### config.mk
export PLATFORM = sky130hd
export DESIGN_NAME = fcfe_host
export DESIGN_NICKNAME = d
export VERILOG_FILES = /design/src/hdl/fcfe_pkg.sv /design/src/hdl/fcfe_timer_if.sv /design/src/hdl/fcfe_host.sv /design/src/hdl/fcfe_timer.sv
export SDC_FILE = /design/constraint.sdc
export NUM_CORES = 1
export LEC_CHECK = 0
export BUFFER_PORTS_ARGS = -buffer_cell sky130_fd_sc_hd__buf_4
export CAP_MARGIN = 20
export CORE_AREA = 3 3 90 92
export DETAILED_ROUTE_END_ITERATION = 8
export DIE_AREA = 0 0 93 95
export PLACE_DENSITY = 0.61
export SLEW_MARGIN = 10
export SYNTH_ARGS = -nofsm -noshare
export SYNTH_HDL_FRONTEND = slang
export SYNTH_HIERARCHICAL = 1
export SYNTH_SLANG_ARGS = --single-unit
### constraint.sdc
create_clock -name core_clk -period 4 [get_ports core_clk]
set_input_delay 0.6 -clock core_clk [delete_from_list [all_inputs] [get_ports core_clk]]
set_output_delay 0.6 -clock core_clk [all_outputs]
set_load 0.05 [all_outputs]
### src/hdl/fcfe_pkg.sv
// Purpose: Constants and types for the flash command front-end host controller.
// Assumes: One clock (core_clk, 125 MHz), synchronous active-low reset.
// Notes: Timing figures are plain defaults; no command codes are fixed here.
//
// Summary of operation
// - Host writes commands with plain write cycles
// - Host reads array, verify and identifier data
// - Commands go only through write strobe
// - Host gates programming supply as protection
package fcfe_pkg;
  // ----------------------------------------
  // Bus widths
  // ----------------------------------------
  localparam int FCFE_ADDR_W = 17; // Address pins
  localparam int FCFE_DATA_W = 8; // Data pins
  // ----------------------------------------
  // Timing, in ns and in cycles
  // ----------------------------------------
  localparam int FCFE_CLK_PERIOD_NS = 8; // Core clock period
  localparam int FCFE_T_ACC_NS = 120; // Access time, least wait before sampling
  localparam int FCFE_T_WP_NS = 60; // Write strobe low width
  localparam int FCFE_T_SETUP_NS = 20; // Address setup before strobes
  localparam int FCFE_T_HOLD_NS = 20; // Hold after strobe rise
  localparam int FCFE_T_VPP_NS = 1000; // Supply settle time
  // Least times round up to whole cycles
  localparam int FCFE_ACC_CYC = (FCFE_T_ACC_NS + FCFE_CLK_PERIOD_NS - 1) / FCFE_CLK_PERIOD_NS;
  localparam int FCFE_WP_CYC = (FCFE_T_WP_NS + FCFE_CLK_PERIOD_NS - 1) / FCFE_CLK_PERIOD_NS;
  localparam int FCFE_SETUP_CYC = (FCFE_T_SETUP_NS + FCFE_CLK_PERIOD_NS - 1) / FCFE_CLK_PERIOD_NS;
  localparam int FCFE_HOLD_CYC = (FCFE_T_HOLD_NS + FCFE_CLK_PERIOD_NS - 1) / FCFE_CLK_PERIOD_NS;
  localparam int FCFE_VPP_CYC = (FCFE_T_VPP_NS + FCFE_CLK_PERIOD_NS - 1) / FCFE_CLK_PERIOD_NS;
  localparam int FCFE_CNT_W = 8; // Width of phase counter
  // ----------------------------------------
  // Cycle kinds and sequencer states
  // ----------------------------------------
  typedef enum logic [1:0] {
    FCFE_OP_READ = 2'h0, // Array, verify or identifier read
    FCFE_OP_WRITE = 2'h1, // Command write cycle
    FCFE_OP_VPP_ON = 2'h2, // Raise programming supply
    FCFE_OP_VPP_OFF = 2'h3 // Drop programming supply
  } fcfe_op_t;
  typedef enum logic [5:0] {
    FCFE_ST_IDLE = 6'h01, // Standby, nothing selected
    FCFE_ST_SETUP = 6'h02, // Address and select settle
    FCFE_ST_STROBE = 6'h04, // Gate or write strobe active
    FCFE_ST_HOLD = 6'h08, // Strobes released, select held
    FCFE_ST_VPP = 6'h10, // Waiting for supply to settle
    FCFE_ST_DONE = 6'h20 // One-cycle completion
  } fcfe_state_t;
endpackage

### src/hdl/fcfe_timer_if.sv
// Purpose: Carrier between sequencer and phase timer.
// Assumes: Same clock domain on both ends.
// Notes: load starts a count; expired rises when it runs out.
interface fcfe_timer_if;
  import fcfe_pkg::*;
  logic load; // Start a new count
  logic [FCFE_CNT_W-1:0] count; // Cycles to wait
  logic expired; // Count finished
  modport owner (output load, output count, input expired);
  modport timer (input load, input count, output expired);
endinterface

### src/hdl/fcfe_host.sv
// Purpose: Host controller driving the flash front end through its pins.
// Assumes: Data pins are two-way; output enable low means this side drives.
// Notes: One request at a time; req_ready low while a cycle runs.
module fcfe_host
  import fcfe_pkg::*;
#(
  parameter int ADDR_W = FCFE_ADDR_W,
  parameter int DATA_W = FCFE_DATA_W
)
(
  input wire logic core_clk,
  input wire logic rst_n,
  input wire logic req_valid,
  input wire fcfe_pkg::fcfe_op_t req_op,
  input wire logic [ADDR_W-1:0] req_addr,
  input wire logic [DATA_W-1:0] req_wdata,
  input wire logic wp_allow,
  output logic req_ready,
  output logic rsp_valid,
  output logic [DATA_W-1:0] rsp_rdata,
  output logic vpp_high,
  output logic [ADDR_W-1:0] mem_addr,
  output logic chip_sel_n,
  output logic out_gate_n,
  output logic wr_strobe_n,
  input wire logic [DATA_W-1:0] dq_in,
  output logic [DATA_W-1:0] dq_out,
  output logic dq_oe_n
);
  import fcfe_pkg::*;
  // ----------------------------------------
  // Input synchronisers and timer
  // ----------------------------------------
  logic [DATA_W-1:0] dq_meta; // First stage, read only by dq_sync
  logic [DATA_W-1:0] dq_sync; // Second stage, safe to sample
  logic wp_meta; // First stage of write-protect strap
  logic wp_sync; // Second stage
  fcfe_state_t state; // Sequencer state
  fcfe_op_t op; // Operation in progress
  fcfe_timer_if tmr_if ();
  fcfe_timer u_timer (
    .core_clk(core_clk),
    .rst_n(rst_n),
    .tmr(tmr_if.timer)
  );
  // Device data and protect pin are asynchronous to core_clk
  always_ff @(posedge core_clk) begin
    if (!rst_n) begin
      dq_meta <= '0;
      dq_sync <= '0;
      wp_meta <= 1'b0;
      wp_sync <= 1'b0;
    end else begin
      dq_meta <= dq_in;
      dq_sync <= dq_meta;
      wp_meta <= wp_allow;
      wp_sync <= wp_meta;
    end
  end
  // ----------------------------------------
  // Sequencer
  // ----------------------------------------
  logic take; // Request accepted this cycle
  logic vpp_allowed; // Supply may rise only with hardware permission
  assign take = req_ready && req_valid;
  assign vpp_allowed = wp_sync;
  // Timer loads on each change into setup, strobe, hold or supply wait
  always_comb begin
    tmr_if.load = 1'b0;
    tmr_if.count = FCFE_CNT_W'(FCFE_SETUP_CYC);
    case (state)
      FCFE_ST_IDLE: begin
        if (take && (req_op == FCFE_OP_VPP_ON || req_op == FCFE_OP_VPP_OFF)) begin
          tmr_if.load = 1'b1;
          tmr_if.count = FCFE_CNT_W'(FCFE_VPP_CYC);
        end else if (take) begin
          tmr_if.load = 1'b1;
        end
      end
      FCFE_ST_SETUP: begin
        if (tmr_if.expired) begin
          tmr_if.load = 1'b1;
          // Reads wait the access time; writes the strobe width
          tmr_if.count = (op == FCFE_OP_READ) ? FCFE_CNT_W'(FCFE_ACC_CYC)
                                              : FCFE_CNT_W'(FCFE_WP_CYC);
        end
      end
      FCFE_ST_STROBE: begin
        if (tmr_if.expired) begin
          tmr_if.load = 1'b1;
          tmr_if.count = FCFE_CNT_W'(FCFE_HOLD_CYC);
        end
      end
      default: begin
        tmr_if.load = 1'b0;
      end
    endcase
  end
  // State advance on each timer expiry
  always_ff @(posedge core_clk) begin
    if (!rst_n) begin
      state <= FCFE_ST_IDLE;
    end else begin
      case (state)
        FCFE_ST_IDLE: begin
          if (take && (req_op == FCFE_OP_VPP_ON || req_op == FCFE_OP_VPP_OFF)) begin
            state <= FCFE_ST_VPP;
          end else if (take) begin
            state <= FCFE_ST_SETUP;
          end
        end
        FCFE_ST_SETUP: begin
          if (tmr_if.expired) begin
            state <= FCFE_ST_STROBE;
          end
        end
        FCFE_ST_STROBE: begin
          if (tmr_if.expired) begin
            state <= FCFE_ST_HOLD;
          end
        end
        FCFE_ST_HOLD, FCFE_ST_VPP: begin
          if (tmr_if.expired) begin
            state <= FCFE_ST_DONE;
          end
        end
        FCFE_ST_DONE: begin
          state <= FCFE_ST_IDLE;
        end
        default: begin
          state <= FCFE_ST_IDLE;
        end
      endcase
    end
  end
  // Capture request fields while idle
  always_ff @(posedge core_clk) begin
    if (!rst_n) begin
      op <= FCFE_OP_READ;
      mem_addr <= '0;
      dq_out <= '0;
    end else if (take) begin
      op <= req_op;
      mem_addr <= req_addr;
      dq_out <= req_wdata;
    end
  end
  // Ready only in idle; registered from the next state
  always_ff @(posedge core_clk) begin
    if (!rst_n) begin
      req_ready <= 1'b0;
    end else begin
      req_ready <= (state == FCFE_ST_DONE) || (state == FCFE_ST_IDLE && !take);
    end
  end
  // ----------------------------------------
  // Pin drive
  // ----------------------------------------
  // Chip select spans setup, strobe and hold; a separate gate avoids contention
  always_ff @(posedge core_clk) begin
    if (!rst_n) begin
      chip_sel_n <= 1'b1;
    end else begin
      chip_sel_n <= !((state == FCFE_ST_IDLE && take && (req_op == FCFE_OP_READ ||
                       req_op == FCFE_OP_WRITE)) || state == FCFE_ST_SETUP ||
                      state == FCFE_ST_STROBE ||
                      (state == FCFE_ST_HOLD && !tmr_if.expired));
    end
  end
  // Output gate only for reads, only during the strobe phase
  always_ff @(posedge core_clk) begin
    if (!rst_n) begin
      out_gate_n <= 1'b1;
    end else begin
      out_gate_n <= !(op == FCFE_OP_READ && ((state == FCFE_ST_SETUP && tmr_if.expired) ||
                      (state == FCFE_ST_STROBE && !tmr_if.expired)));
    end
  end
  // Commands go out only through the write strobe; rising edge latches them
  always_ff @(posedge core_clk) begin
    if (!rst_n) begin
      wr_strobe_n <= 1'b1;
    end else begin
      wr_strobe_n <= !(op == FCFE_OP_WRITE && ((state == FCFE_ST_SETUP && tmr_if.expired) ||
                       (state == FCFE_ST_STROBE && !tmr_if.expired)));
    end
  end
  // Drive data through the whole write cycle so it is stable at strobe rise
  always_ff @(posedge core_clk) begin
    if (!rst_n) begin
      dq_oe_n <= 1'b1;
    end else begin
      dq_oe_n <= !((state == FCFE_ST_IDLE && take && req_op == FCFE_OP_WRITE) ||
                   (op == FCFE_OP_WRITE && (state == FCFE_ST_SETUP ||
                    state == FCFE_ST_STROBE ||
                    (state == FCFE_ST_HOLD && !tmr_if.expired))));
    end
  end
  // Supply level; refused when hardware protection withholds it
  always_ff @(posedge core_clk) begin
    if (!rst_n) begin
      vpp_high <= 1'b0;
    end else if (take && req_op == FCFE_OP_VPP_ON) begin
      vpp_high <= vpp_allowed;
    end else if ((take && req_op == FCFE_OP_VPP_OFF) || !vpp_allowed) begin
      vpp_high <= 1'b0;
    end
  end
  // ----------------------------------------
  // Answer
  // ----------------------------------------
  // Sample data at access-time expiry; device returns the current command's data
  always_ff @(posedge core_clk) begin
    if (!rst_n) begin
      rsp_rdata <= '0;
    end else if (op == FCFE_OP_READ && state == FCFE_ST_STROBE && tmr_if.expired) begin
      rsp_rdata <= dq_sync;
    end
  end
  // One-cycle completion pulse for every request kind
  always_ff @(posedge core_clk) begin
    if (!rst_n) begin
      rsp_valid <= 1'b0;
    end else begin
      rsp_valid <= (state == FCFE_ST_HOLD || state == FCFE_ST_VPP) && tmr_if.expired;
    end
  end
endmodule

### src/hdl/fcfe_timer.sv
// Purpose: Down-counter timing each phase of a device cycle.
// Assumes: count is at least one.
// Notes: expired is high in the cycle after the count reaches one.
module fcfe_timer
  import fcfe_pkg::*;
(
  input wire logic core_clk,
  input wire logic rst_n,
  fcfe_timer_if.timer tmr
);
  // ----------------------------------------
  // Counter
  // ----------------------------------------
  logic [FCFE_CNT_W-1:0] remain; // Cycles still to wait
  // Load on request, otherwise count down to zero
  always_ff @(posedge core_clk) begin
    if (!rst_n) begin
      remain <= '0;
    end else if (tmr.load) begin
      remain <= tmr.count;
    end else if (remain != '0) begin
      remain <= remain - 1'b1;
    end
  end
  // Expiry flag, high for one cycle after remain reaches one, then low while idle at zero
  always_ff @(posedge core_clk) begin
    if (!rst_n) begin
      tmr.expired <= 1'b0;
    end else begin
      tmr.expired <= !tmr.load && (remain == {{(FCFE_CNT_W-1){1'b0}}, 1'b1});
    end
  end
endmodule

==> results of run 1 <==
-- kinds of logic after synthesis --
logic type                 count (synthesis)  synth area share
other                                      1          0.001287
and+or+nand+nor                          155            0.2739
adders and majority gates                  3           0.01288
xor gates and xnor gates                   8           0.02404
DFF                                       75            0.5152
muxes                                      9           0.03092
AOI/OAI and AO/OA                         51            0.1039
buffers and inverters                     27           0.03778
-- Yosys cell counts (2+ instances only) --
library cell / n / area share
ha_1: 3 / 0.013
nor3b_1: 2 / 0.0052
or2_2: 2 / 0.0043
clkbuf_1: 15 / 0.019
a211oi_1: 5 / 0.013
nand4_1: 2 / 0.0043
nand2b_1: 5 / 0.011
a21oi_1: 33 / 0.057
mux2i_1: 9 / 0.031
nand2_1: 78 / 0.10
or3_1: 5 / 0.011
nor3_1: 3 / 0.0052
or4_1: 2 / 0.0052
and2_1: 19 / 0.041
or3b_2: 2 / 0.0060
o21a_1: 4 / 0.010
nand3b_1: 4 / 0.010
o21ai_1: 2 / 0.0034
xor2_1: 4 / 0.012
or4b_1: 2 / 0.0069
buf_1: 2 / 0.0026
xnor2_1: 4 / 0.012
nor2_1: 11 / 0.014
inv_1: 7 / 0.0090
nand4b_1: 2 / 0.0060
dfxtp_1: 75 / 0.52
o21ai_0: 2 / 0.0034
nand3_1: 7 / 0.012
nor4b_1: 3 / 0.0090
-- flip-flops by register name (all words and copies together) (netlist names) --
| name | flops |
|---|---|
| chip_sel_n | 1 |
| dq_meta | 8 |
| dq_oe_n | 1 |
| dq_out | 8 |
| dq_sync | 8 |
| mem_addr | 17 |
| op | 2 |
| out_gate_n | 1 |
| req_ready | 1 |
| rsp_rdata | 8 |
| rsp_valid | 1 |
| state | 6 |
| u_timer/remain | 8 |
| u_timer/tmr.expired | 1 |
| vpp_allowed | 1 |
| vpp_high | 1 |
| wp_meta | 1 |
| wr_strobe_n | 1 |
-- worst register-to-register path: cells and delay by family, from the launching register on --
family,cells,cell delay (ps)
flops,1,470
compound gates,2,700
buf+inv,1,360
simple gates,2,800
-- through the flow --
| step | instance area [um2] | utilization | std cells | power [mW] | hold WS [ps] |
|---|---|---|---|---|---|
| 2_1_floorplan | 2914 | - | 329 | 1.124 | 397.5 |
| 3_3_place_gp | 3543 | 0.4859 | 487 | 1.222 | 410.8 |
| 3_5_place_dp | 3543 | 0.4859 | 487 | 1.223 | 411.6 |
| 4_1_cts | 3751 | 0.5144 | 503 | 1.829 | 431.1 |
| 5_1_grt | 3751 | 0.5144 | 503 | 1.908 | 434.3 |
| 6_report | 3751 | 0.5144 | 503 | 1.803 | 432.1 |
-- layout make-up --
| class | instances | area (um2) |
|---|---|---|
| clock inverters | 7 | 83.83 |
| well taps | 99 | 123.9 |
| clock buffers | 9 | 123.9 |
| inverters | 8 | 30.03 |
| fillers | 737 | 3541 |
| repair buffers | 78 | 585.6 |
| flip-flops and latches | 75 | 1501 |
| multi-input cells | 227 | 1303 |
-- per-layer routing --
layer	track usage	vias to the layer above	wire length (um)
li1	-	1236	-
met1	0.1828	1073	2840
met2	0.2370	69	2836
met3	0.05817	6	464
met4	0.05739	0	68
met5	0	-	0
-- how the worst min path moves through the flow --
stage | start | to | slack [ps] | depth (start not counted)
floorplan | vpp_allowed | vpp_high | 400 | 2
global placement | op[0] | wr_strobe_n | 410 | 1
detailed placement | vpp_allowed | vpp_high | 410 | 2
CTS | vpp_allowed | vpp_high | 430 | 2
global route | dq_in[6] | dq_meta[6] | 430 | 2
finish | dq_meta[0] | dq_sync[0] | 430 | 1
-- where the power goes --
part	switching (mW)	internal (mW)	total (mW)	leakage, nW
registers	0.0462	0.801	0.848	0.613
clock network	0.297	0.299	0.596	0.102
logic	0.205	0.154	0.359	0.789
total	0.549	1.25	1.80	1.50
==> run metrics, run 1 <==
mean post-synth cell area=8.857 um2; DIE AREA=about 0.0088 mm2; Syn. warnings=6; I/O Pins=79; Antenna Violating Nets Remaining=0; clk slew on worst S/H paths=90 ps; Post-synth EDFFs=0; worst setup path startpoint=state[2]; reg2reg end=u_timer/remain[0]; slew at the pin with the worst max-slew slack=~960 ps; worst setup path end=u_timer/remain[0]; power per cell area=about 480 mW/mm2; vias in the first global route=2292; DR vias=roughly 2400; drt initial violations=between 80 and 90; Routed WL per cell=between 10 and 15 um; Mapped Cells=approximately 330; Post-Route WL=slightly above 6000 um; grt ovf=0; max_slew headroom=0.3575; maxcap violations=0; Final Wtd Congestion=between 0.8 and 0.9; Peak Freq=about 0.41 GHz; Crit-path slowest cell=or4_1; antenna violations before repair=0; worst vdd ir=~0.33 mV; number of clock sinks=75; critical path's top delay family=simple AND/OR/NAND/NOR gates; setup TNS=0 ps; kind of critical path=flip-flop to flip-flop; share of layout cells above drive strength 1=0.2550; num rows=31; Most used DFF post-synth=dfxtp_1; register area share after synthesis=0.5152; worst reg2reg setup slack=about 1600 ps; # diodes=0; Max Slew Vio Count=0; number of unique standard cell types used by synthesis=44; setup ws final=about 1600 ps; P_leak=1.505 nW; first-pass GRT wire length=between 10000 and 15000 um; CP Buf/Inv Count=1; fin crit share=0.6093; most frequent cells in the layout=78 x nand2_1, 78 x buf_4, 75 x dfxtp_1; nets=441; Worst Path Required=about 4200 ps; CTS Buf Count=9; final hold viol count=0; status=completed; Worst-Skew Late Latency=340 ps; Initial Util=0.3996; Crit Path Max Fanout=17; die height=around 95 um; clk buf depth=2; DRT Pass-1 Iters=4; Levels on crit path=5; largest net degree at the start of global routing=49; dpl ws=approximately 1600 ps; Worst Reg-to-Reg Cells=5; unrepaired setup endpoints after global routing=no; count of input and output buffers=78; Reg-to-Reg Start=state[2]; GRT Total Usage=0.1492; area grow syn2layout=28.72%; Die X=93 um; cts hold-fix bufs=0; HPWL Detailed=4315 um; PostCTS Resize Cnt=0; worst min path class=flip-flop to flip-flop; post-CTS setup buffers=0; min cycle time layout=2437 ps; CTS tree=done; H-Tree Depth=3; core area=0.007292 mm2; setup violators final=0; crit-path cells=or4_1, o21ai_0, inv_1, nand4_1, o211ai_1; Data arrival, critical path=2660 ps; synthesis-stage register bit count=75; Netlist Area Pre-Place=slightly below 0.003 mm2; CP endpoint kind=flip-flop; type of origin of the critical path=flip-flop; Setup Skew=6.895 ps; clk root buf=clkbuf_8; Via density=4.740; FFs w/ async S/R, synth=0; synthesized net count=371; drc violations=0; Max stage delay on crit path=620 ps
(Power assumes the default switching activity.)
==> run 2, diff against run 1 <==
--- a/config.mk
+++ b/config.mk
@@ -10,7 +10,7 @@
 export CORE_AREA = 3 3 90 92
 export DETAILED_ROUTE_END_ITERATION = 8
 export DIE_AREA = 0 0 93 95
-export PLACE_DENSITY = 0.61
+export PLACE_DENSITY = 0.64
 export SLEW_MARGIN = 10
 export SYNTH_ARGS = -nofsm -noshare
 export SYNTH_HDL_FRONTEND = slang
==> constraint.sdc (replaced) <==
create_clock -name core_clk -period 1.98 [get_ports core_clk]
set_input_delay 0.297 -clock core_clk [delete_from_list [all_inputs] [get_ports core_clk]]
set_output_delay 0.297 -clock core_clk [all_outputs]
set_load 0.05 [all_outputs]
==> run 2 against run 1 <==
Die area unchanged; non-clock buffer count up 16; first-iteration DRC count down 19%; clock-buffer cell count unchanged; largest cell class unchanged; combinational power up 130%; setup slack worse by 1400 ps.
==> run metrics, run 2 (same netlist as run 1, synthesis figures left out) <==
final core occ=0.5331 (+0.01870); Most common cell on crit path=or3_1; Max stage delay on crit path=380 ps (-240 ps); P_leak=1.577 nW (+4.8%); Setup Skew=11.27 ps (+4.375 ps); CP endpoint kind=flip-flop; Crit-path slowest cell=or3_1; # diodes=0 (unchanged); drt initial violations=67 (-19%); worst min path class=input pin to flip-flop; Worst Reg-to-Reg Cells=8 (+3); Switch Pwr=1.183 mW (+120%); power per cell area=933.9 mW/mm2 (+94%); Reg with most FFs=mem_addr; GRT Total Usage=0.1499 (+0.0007234); largest net degree at the start of global routing=36 (-27%); status=completed; internal power=2.447 mW (+95%); Post-Route WL=6450 um (+3.9%); Die X=93 um (unchanged); fin crit share=0.9377 (+0.3284); setup TNS=0 ps (unchanged); grt ovf=0 (unchanged); Logic pwr share=0.231 (+0.032); setup violators final=0 (unchanged); share of layout cells above drive strength 1=0.2993 (+0.04434); number of clock sinks=75 (unchanged); min cycle time layout=1857 ps (-580.6 ps); vias in the first global route=2308 (+0.70%); most frequent cells in the layout=94 x buf_4, 78 x nand2_1, 75 x dfxtp_1; Max Slew Vio Count=0 (unchanged); worst vdd ir=0.4219 mV (+26%); Levels on crit path=8 (+3); antenna violations before repair=0 (unchanged); commonest non-fill, non-tap cell in the layout=buf_4; DRT Pass-1 Iters=4 (unchanged); clk root buf=clkbuf_8; Data arrival, critical path=2110 ps (-550 ps); num rows=31 (unchanged); Crit Path Max Fanout=7 (-10); Finished Cell Area=0.003887 mm2 (+3.6%); sw frac=0.3259 (+0.02164); Worst Path Required=2230 ps (-1990 ps); clk slew on worst S/H paths=90 ps (about the same); Initial Util=0.3996 (unchanged); first-pass GRT wire length=10590 um (+1.5%); Largest register FFs=17 (unchanged); HPWL Detailed=4446 um (+3.0%); Via density=4.731 (-0.19%); unrepaired setup endpoints after global routing=no; DR vias=2460 (+3.2%); clk buf depth=2 (unchanged); sequential share of power=0.469 (about the same); nets=458 (+3.9%); clock power share=0.300 (-0.031); count of input and output buffers=78 (unchanged); kind of critical path=flip-flop to flip-flop; core area=0.007292 mm2 (unchanged); CTS tree=done; Worst-Skew Late Latency=340 ps (about the same); final hold viol count=0 (unchanged); hold depth=2 (+1); dpl ws=125.1 ps (-1450 ps); CTS Buf Count=9 (unchanged); placed instance area=0.003656 mm2 (+3.2%); Routed WL per cell=12.40 um (+0.49%); DIE AREA=0.008835 mm2 (unchanged); Antenna Violating Nets Remaining=0 (unchanged); Tot Pwr=3.630 mW (+100%); CP Buf/Inv Count=1 (unchanged); crit-path cells=or3_1, or3_1, o21ai_0, buf_4, nor2_1, nand3_2, o21ai_4, a211oi_1; I/O Pins=79 (unchanged); maxcap violations=0 (unchanged); type of origin of the critical path=flip-flop; Final Wtd Congestion=0.7936 (-0.94%); critical path's top delay family=simple AND/OR/NAND/NOR gates; setup ws final=123.3 ps (-1439 ps); Peak Freq=0.5386 GHz (+31%); area grow syn2layout=33.40%; H-Tree Depth=3 (unchanged); die height=95 um (unchanged); drc violations=0 (unchanged)
-- run 2: cell count changes in the layout (fill, tap and decap cells not counted), sizes merged --
cell	previous run	this run
clkinv	2	1
bufinv	1	0
buf	78	94
clkinvlp	1	4
-- run 2: area by class of cell --
class | instances | area (um2)
tap | 99 | 123.9
clock buffer | 9 | 123.9
inverter | 8 | 33.78
multi-input combinational | 227 | 1334
clock inverter | 7 | 57.56
timing repair inverter | 1 | 7.507
fill | 696 | 3405
timing repair buffer | 94 | 705.7
sequential | 75 | 1501
-- run 2: metal layers --
metal / track usage / wire, um
met1: 0.1840 / 2882
met2: 0.2466 / 3079
met3: 0.05817 / 418
met4: 0.04029 / 70
met5: 0 / 0
-- run 2: power by group through the flow --
| stage | combinational (mW) | clock [mW] | sequential, mW |
|---|---|---|---|
| CTS | 0.779 | 1.13 | 1.70 |
| detailed placement | 0.771 | 0 | 1.74 |
| global route | 0.925 | 1.20 | 1.72 |
| finish | 0.838 | 1.09 | 1.70 |
| global placement | 0.773 | 0 | 1.73 |
| floorplan | 0.449 | 0 | 1.82 |
-- run 2: per-stage QoR --
stage / hold WS (ps) / std cells
2_1_floorplan: 397.5 / 329
5_1_grt: 138.2 / 520
4_1_cts: 137.4 / 518
3_3_place_gp: 413.0 / 502
3_5_place_dp: 412.7 / 502
6_report: 152.8 / 520
-- run 2: worst reg2reg max path, stage by stage (launching register included) --
cell	delay (ps)
dfxtp_1	320
or3_1	380
or3_1	340
o21ai_0	90
buf_4	210
nor2_1	70
nand3_2	100
o21ai_4	90
a211oi_1	170
-- run 2: path summary, 6_finish.rpt --
check | startpoint | endpoint | slack [ps]
worst max register to register | state[0] | u_timer/remain[3] | 120
worst max-delay path | state[0] | u_timer/remain[3] | 120
worst min-delay path | dq_in[0] | dq_meta[0] | 150
worst min register to register | vpp_allowed | vpp_high | 440
-- run 2: what timing repair did --
item,in CTS,in global routing
hold buffers,0,0
setup buffers,0,1
endpoints found under the setup margin,0,4
gates resized for setup,0,8
